## src/hdl/irq_mask_pkg.sv

```systemverilog
// package: register map, field layouts and reset values of the interrupt enable masking block
package irq_mask_pkg;

  // ***************************************************
  // register map
  // ***************************************************
  localparam int unsigned ADDR_W = 8;
  localparam int unsigned DATA_W = 8;
  localparam logic [7:0] OFS_IRQ_ENABLE_PRIMARY   = 8'h58;
  localparam logic [7:0] OFS_IRQ_ENABLE_SECONDARY = 8'h59;
  localparam logic [7:0] OFS_CHIP_IDENTIFIER      = 8'hff;
  localparam logic [7:0] OFS_BLOCK_EVENT_STATUS   = 8'h60;
  localparam logic [7:0] OFS_BLOCK_EVENT_MASK     = 8'h61;
  localparam logic [7:0] OFS_ENABLED_PENDING      = 8'h62;

  // writable bits; the rest are reserved
  localparam logic [7:0] WMASK_PRIMARY   = 8'hfe;
  localparam logic [7:0] WMASK_SECONDARY = 8'h8f;
  localparam logic [7:0] RST_ENABLE      = 8'h00;
  localparam logic [7:0] RST_RDATA       = 8'h00;

  // identifier codes, values arbitrary
  localparam logic [7:0] ID_DUAL_CHANNEL   = 8'h5a;
  localparam logic [7:0] ID_SINGLE_CHANNEL = 8'h5b;

  // block event bits
  localparam int unsigned EVT_W        = 3;
  localparam int unsigned EVT_IRQ_RISE = 0;
  localparam int unsigned EVT_RO_WRITE = 1;
  localparam int unsigned EVT_UNMAPPED = 2;
  localparam logic [2:0]  RST_EVENT    = 3'h0;

  // ***************************************************
  // carriers
  // ***************************************************
  typedef struct packed {
    logic [7:0] addr;
    logic [7:0] wdata;
    logic       wr;
    logic       rd;
  } reg_req_t;

  typedef struct packed {
    logic almost_full_flag;
    logic frame_ready_flag;
    logic fifo_data_ready_flag;
    logic ambient_cancel_overflow_flag;
    logic exposure_overflow_flag;
    logic limit_two_cross_flag;
    logic limit_one_cross_flag;
    logic spare;
  } primary_flags_t;

  typedef struct packed {
    logic       invalid_config_flag;
    logic [2:0] spare;
    logic       emitter4_compliance_flag;
    logic       emitter3_compliance_flag;
    logic       emitter2_compliance_flag;
    logic       emitter1_compliance_flag;
  } secondary_flags_t;

  typedef struct packed {
    logic almost_full_irq_en;
    logic frame_ready_irq_en;
    logic fifo_data_ready_irq_en;
    logic ambient_cancel_overflow_irq_en;
    logic exposure_overflow_irq_en;
    logic limit_two_cross_irq_en;
    logic limit_one_cross_irq_en;
    logic spare;
  } primary_irq_en_t;

  typedef struct packed {
    logic       invalid_config_irq_en;
    logic [2:0] spare;
    logic       emitter4_compliance_irq_en;
    logic       emitter3_compliance_irq_en;
    logic       emitter2_compliance_irq_en;
    logic       emitter1_compliance_irq_en;
  } secondary_irq_en_t;

endpackage : irq_mask_pkg

```

## src/hdl/irq_enable_mask.sv

```systemverilog
// interrupt enable masking: enable registers, identifier, pin gating and block events
module irq_enable_mask #(
  parameter bit DUAL_CHANNEL = 1'b1
) (
  input  wire logic                           core_clk,
  input  wire logic                           rst_b,
  input  wire irq_mask_pkg::reg_req_t         reg_req,
  output logic [7:0]                          reg_rdata,
  input  wire irq_mask_pkg::primary_flags_t   primary_flags,
  input  wire irq_mask_pkg::secondary_flags_t secondary_flags,
  output logic                                irq_out_n,
  output logic                                block_irq
);
  import irq_mask_pkg::*;

  // ***************************************************
  // state
  // ***************************************************
  typedef struct packed {
    primary_irq_en_t   en1;
    secondary_irq_en_t en2;
    logic [7:0]        rdata;
    logic              irq_n;
    logic              pending_d;
  } state_t;

  state_t state_reg;
  state_t state_next;

  localparam logic [7:0] CHIP_ID = DUAL_CHANNEL ? ID_DUAL_CHANNEL : ID_SINGLE_CHANNEL;

  // ***************************************************
  // helpers
  // ***************************************************
  function automatic logic masked_hit(input logic [7:0] flags, input logic [7:0] enables);
    masked_hit = |(flags & enables);
  endfunction : masked_hit

  function automatic logic is_mapped(input logic [7:0] addr);
    is_mapped = (addr == OFS_IRQ_ENABLE_PRIMARY)   ||
                (addr == OFS_IRQ_ENABLE_SECONDARY) ||
                (addr == OFS_CHIP_IDENTIFIER)      ||
                (addr == OFS_BLOCK_EVENT_STATUS)   ||
                (addr == OFS_BLOCK_EVENT_MASK)     ||
                (addr == OFS_ENABLED_PENDING);
  endfunction : is_mapped

  // ***************************************************
  // flag gating
  // ***************************************************
  logic [7:0] pend1;
  logic [7:0] pend2;
  logic       pending;

  // reserved flag bits can never reach the pin since their enables stay zero
  assign pend1   = primary_flags & state_reg.en1;
  assign pend2   = secondary_flags & state_reg.en2;
  assign pending = masked_hit(primary_flags, state_reg.en1) ||
                   masked_hit(secondary_flags, state_reg.en2);

  // ***************************************************
  // block events
  // ***************************************************
  logic [EVT_W-1:0] evt_set;
  logic [EVT_W-1:0] evt_status;
  logic [EVT_W-1:0] evt_mask;
  logic             wr_evt_status;
  logic             wr_evt_mask;

  always_comb begin
    evt_set               = '0;
    evt_set[EVT_IRQ_RISE] = pending && !state_reg.pending_d;
    evt_set[EVT_RO_WRITE] = reg_req.wr && (reg_req.addr == OFS_CHIP_IDENTIFIER ||
                                           reg_req.addr == OFS_ENABLED_PENDING);
    evt_set[EVT_UNMAPPED] = (reg_req.wr || reg_req.rd) && !is_mapped(reg_req.addr);
  end

  assign wr_evt_status = reg_req.wr && (reg_req.addr == OFS_BLOCK_EVENT_STATUS);
  assign wr_evt_mask   = reg_req.wr && (reg_req.addr == OFS_BLOCK_EVENT_MASK);

  event_sticky #(
    .WIDTH (EVT_W)
  ) u_events (
    .core_clk  (core_clk),
    .rst_b     (rst_b),
    .set_pulse (evt_set),
    .clear_stb (wr_evt_status),
    .mask_stb  (wr_evt_mask),
    .wr_bits   (reg_req.wdata[EVT_W-1:0]),
    .status    (evt_status),
    .mask      (evt_mask),
    .irq       (block_irq)
  );

  // ***************************************************
  // register file and pin
  // ***************************************************
  always_comb begin
    state_next           = state_reg;
    state_next.irq_n     = !pending;
    state_next.pending_d = pending;
    state_next.rdata     = RST_RDATA;
    if (reg_req.wr) begin
      case (reg_req.addr)
        OFS_IRQ_ENABLE_PRIMARY: begin
          state_next.en1 = reg_req.wdata & WMASK_PRIMARY;
        end
        OFS_IRQ_ENABLE_SECONDARY: begin
          state_next.en2 = reg_req.wdata & WMASK_SECONDARY;
        end
        default: begin
          // identifier and unmapped writes only raise an event
          state_next.en1 = state_reg.en1;
        end
      endcase
    end
    if (reg_req.rd) begin
      case (reg_req.addr)
        OFS_IRQ_ENABLE_PRIMARY: begin
          state_next.rdata = state_reg.en1;
        end
        OFS_IRQ_ENABLE_SECONDARY: begin
          state_next.rdata = state_reg.en2;
        end
        OFS_CHIP_IDENTIFIER: begin
          state_next.rdata = CHIP_ID;
        end
        OFS_BLOCK_EVENT_STATUS: begin
          state_next.rdata = {{(8-EVT_W){1'b0}}, evt_status};
        end
        OFS_BLOCK_EVENT_MASK: begin
          state_next.rdata = {{(8-EVT_W){1'b0}}, evt_mask};
        end
        OFS_ENABLED_PENDING: begin
          state_next.rdata = {pending, 3'h0, pend2[7], |pend1[7:4], |pend1[3:1], 1'b0};
        end
        default: begin
          state_next.rdata = RST_RDATA;
        end
      endcase
    end
  end

  always_ff @(posedge core_clk or negedge rst_b) begin
    if (!rst_b) begin
      state_reg.en1       <= RST_ENABLE;
      state_reg.en2       <= RST_ENABLE;
      state_reg.rdata     <= RST_RDATA;
      state_reg.irq_n     <= 1'b1;
      state_reg.pending_d <= 1'b0;
    end else begin
      state_reg <= state_next;
    end
  end

  // one-cycle pipeline on the pin keeps it glitch free
  assign irq_out_n = state_reg.irq_n;
  assign reg_rdata = state_reg.rdata;
endmodule : irq_enable_mask

```

## src/hdl/event_sticky.sv

```systemverilog
// sticky event status with write-one-to-clear, mask and level interrupt
module event_sticky #(
  parameter int unsigned WIDTH = 3
) (
  input  wire logic             core_clk,
  input  wire logic             rst_b,
  input  wire logic [WIDTH-1:0] set_pulse,
  input  wire logic             clear_stb,
  input  wire logic             mask_stb,
  input  wire logic [WIDTH-1:0] wr_bits,
  output logic      [WIDTH-1:0] status,
  output logic      [WIDTH-1:0] mask,
  output logic                  irq
);
  import irq_mask_pkg::*;

  typedef struct packed {
    logic [WIDTH-1:0] status;
    logic [WIDTH-1:0] mask;
  } sticky_state_t;

  sticky_state_t state_reg;
  sticky_state_t state_next;

  // set wins over a same-cycle clear
  always_comb begin
    state_next = state_reg;
    if (clear_stb) begin
      state_next.status = state_reg.status & ~wr_bits;
    end
    state_next.status = state_next.status | set_pulse;
    if (mask_stb) begin
      state_next.mask = wr_bits;
    end
  end

  always_ff @(posedge core_clk or negedge rst_b) begin
    if (!rst_b) begin
      state_reg <= '0;
    end else begin
      state_reg <= state_next;
    end
  end

  assign status = state_reg.status;
  assign mask   = state_reg.mask;
  assign irq    = |(state_reg.status & state_reg.mask);

endmodule : event_sticky

```

## config.mk

```make
export PLATFORM = sky130hd
export DESIGN_NAME = irq_enable_mask
export DESIGN_NICKNAME = d
export VERILOG_FILES = /design/src/hdl/irq_mask_pkg.sv /design/src/hdl/irq_enable_mask.sv /design/src/hdl/event_sticky.sv
export SDC_FILE = /design/constraint.sdc
export NUM_CORES = 1
export LEC_CHECK = 0
export BUFFER_PORTS_ARGS = -buffer_cell sky130_fd_sc_hd__buf_2
export CAP_MARGIN = 5
export CORE_UTILIZATION = 36
export CTS_BUF_LIST = sky130_fd_sc_hd__clkbuf_2
export DETAILED_ROUTE_END_ITERATION = 7
export PLACE_DENSITY = 0.6
export SETUP_SLACK_MARGIN = 0.3
export SLEW_MARGIN = 20
export SYNTH_ARGS = -nofsm -noshare
export SYNTH_HDL_FRONTEND = slang
export SYNTH_HIERARCHICAL = 1
export SYNTH_SLANG_ARGS = --single-unit
```

## constraint.sdc

```tcl
create_clock -name core_clk -period 2.4 [get_ports core_clk]
set_input_delay 0.12 -clock core_clk [delete_from_list [all_inputs] [get_ports core_clk]]
set_output_delay 0.12 -clock core_clk [all_outputs]
set_load 0.005 [all_outputs]
```

==> results.cfg <==
[sta]
setup_violations = 0
period_share_pct = 66.1
fmax_ghz = 0.631
fin_tns_setup_ns = 0
finalHoldViolCount = 0
finalCriticalPeriod_ns = 1.59
slew_viol_final = 0
slew_headroom_pct = 59.2
final.setup_skew_ns = 0.00644
rsz0062_at_grt = false
tightest_slew_ns = 0.612
fin_ws_ns = 0.815

[flow_run]
cap_violations = 0

[critical_path]
crit_required_ns = 2.67
worst-r2r-setup-slack_ns = 0.81
cp-end-kind = register
critPathArrivalTime_ns = 1.86
path_max_fanout = 3
critPathKind = reg2reg
crit_path_start_kind = register

[clock_tree]
cts.path.max_buffers = 2
clk_pin_slew_ns = 0.23
h-tree-depth = 1
cts.sinks = 28
cts_root_buf = clkbuf_2
cts_tree = done
clk_latency_ns = 0.35
cts_made_buffers = 3
post-cts-setup-buffers = 0

[layout]
antennaDiodeCount = 0
layout.nets = 218
layoutNonFillerInstCount = 231
largest_reg_flops = 13
fillCellCount = 404
area_growth_pct = 20.0
fin_area_um2 = 1880
drive_gt1_share_pct = 40.3

[route]
drt-initial-drc-count = 60
detail-route-antenna-nets = 0
first_pass_iters = 4
routed_via_density = 5.36
drc = 0
drt_wl_total_um = 3570
via_count = 1238
wl_per_cell_um = 15.4

[synthesis]
yosysWarnings = 6
synth_edf_count = 0
syn_area_per_cell_um2 = 11.6
yosysTopAreaCell = dfrtp_1
syn_nets = 171
async_reset_ff_share_pct = 100
ys_types = 40
mappedNetlistArea_um2 = 1570
synth-seq-area-share_pct = 44.7
synthCells = 135
synth_top_cells_by_count = dfrtp_1 (27), mux2_4 (12), buf_4 (8), inv_1 (8)
synthFlopType = dfrtp_1
synth_area_leaders = dfrtp_1 (43%), mux2_4 (11%), buf_4 (3.8%)
synth.most_common_cell = dfrtp_1
yosysTopAreaCellShare_pct = 43.1
synth_seq_cells = 28

[power_and_ir_drop]
irDropWorstVdd_mv = 0.273
total_power_mw = 0.819
power.leakage_nw = 0.943
powerDensity_nw_per_um2 = 435

[die]
die-area_um2 = 4630
fp.dieH_um = 68.0
coreArea_um2 = 4090
initial_core_util_pct = 38.4
rows = 23
io_pins = 46
fp.dieW_um = 68.0

[placed_design]
gp_congestion = 0.979
numPortBuffers = 41
post-place-ws_ns = 0.698
dpl.cell_count = 216
placed_area_um2 = 1750
dp.final_hpwl_um = 2750

[status]
outcome = complete, no violations

[global_routing]
antenna_found_initial = 0
grt_pass1_vias = 1234
grt_max_degree = 29
overflow = 0
grt_first_pass_wirelength_um = 5780
grt_usage_pct = 17.1

[worst_hold_path]
hp-class = in2reg
==> final timing paths <==
check / startpoint / end / cells past startpoint
max: state_reg[19]$_DFFE_PN0P_ / u_events/status[0]$_DFF_PN0_ / 5
min: secondary_flags[2] / irq_out_n$_DFF_PN1_ / 4
max reg2reg: state_reg[19]$_DFFE_PN0P_ / u_events/status[0]$_DFF_PN0_ / 5
min reg2reg: u_events/status[1]$_DFF_PN0_ / u_events/status[1]$_DFF_PN0_ / 1
max in group asynchronous: rst_b / state_reg[19]$_DFFE_PN0P_ / 2
min in group asynchronous: rst_b / reg_rdata[5]$_DFF_PN0_ / 2
==> cell type report <==
type | instances | area, um^2 | area share [%]
clock buffer | 3 | 15.0 | 0.797
clock inverter | 1 | 3.75 | 0.199
inverter | 8 | 30.0 | 1.59
multi-input combinational | 89 | 754 | 40.1
sequential | 28 | 702 | 37.3
tap | 50 | 62.6 | 3.32
timing repair buffer | 52 | 315 | 16.7
==> layout by cell type, fill, tap and decap left out, types with 2 or more instances in the layout <==
cell / n
mux2_2: 5
a222oi_1: 3
nor2_1: 7
dfrtp_1: 27
and3_1: 2
dlygate4sd3_1: 11
o21ai_0: 2
mux2_4: 12
nor3_1: 7
inv_1: 8
a31oi_1: 5
clkbuf_2: 3
a21o_1: 3
a21oi_1: 5
nand3_4: 2
o21ai_1: 2
a22oi_1: 3
nand3_1: 6
nand2_1: 5
buf_2: 41
==> kinds of logic (layout without fill, tap and decap cells) <==
logic type             count (synthesis)  count (layout)  synth area share, %
and+or+nand+nor                       44              44                 19.4
DFF                                   28              28                 44.7
AOI/OAI and AO/OA                     27              27                 12.9
muxes                                 18              18                 15.8
buffers and inverters                 18              64                 7.18
==> critical path, cell delays in order (launching register included) <==
cell,delay (ns)
dfrtp_1,0.46
a222oi_1,0.46
nand2_1,0.13
nor2_1,0.24
nor2_1,0.07
a21o_1,0.16
==> metal layers <==
layer  global-route usage, %  vias to the layer above  routed length (um)
met1                    21.0                      611                1520
met5                       0                        -                   0
met2                    29.3                       39                1830
met4                    4.95                        0                  40
li1                        -                      584                   -
met3                    4.00                        4                 186
==> stage by stage <==
stage,hold slack [ns],util (%)
after floorplan,-0.176,-
after CTS,0.00855,45.8
after global placement,0.157,42.9
final,0.0487,46.1
after global routing,0.0304,46.1
after detailed placement,0.171,42.9
==> power by group <==
part | switching (mW) | internal (mW)
logic | 0.0691 | 0.0704
registers | 0.0152 | 0.498
clock network | 0.130 | 0.0362
==> what timing repair did <==
| action | in CTS | in global routing |
|---|---|---|
| gates resized for setup | 0 | 0 |
| hold buffers | 10 | 1 |
| endpoints found under the hold margin | 40 | 1 |
Power figures use the tool's default switching activity.
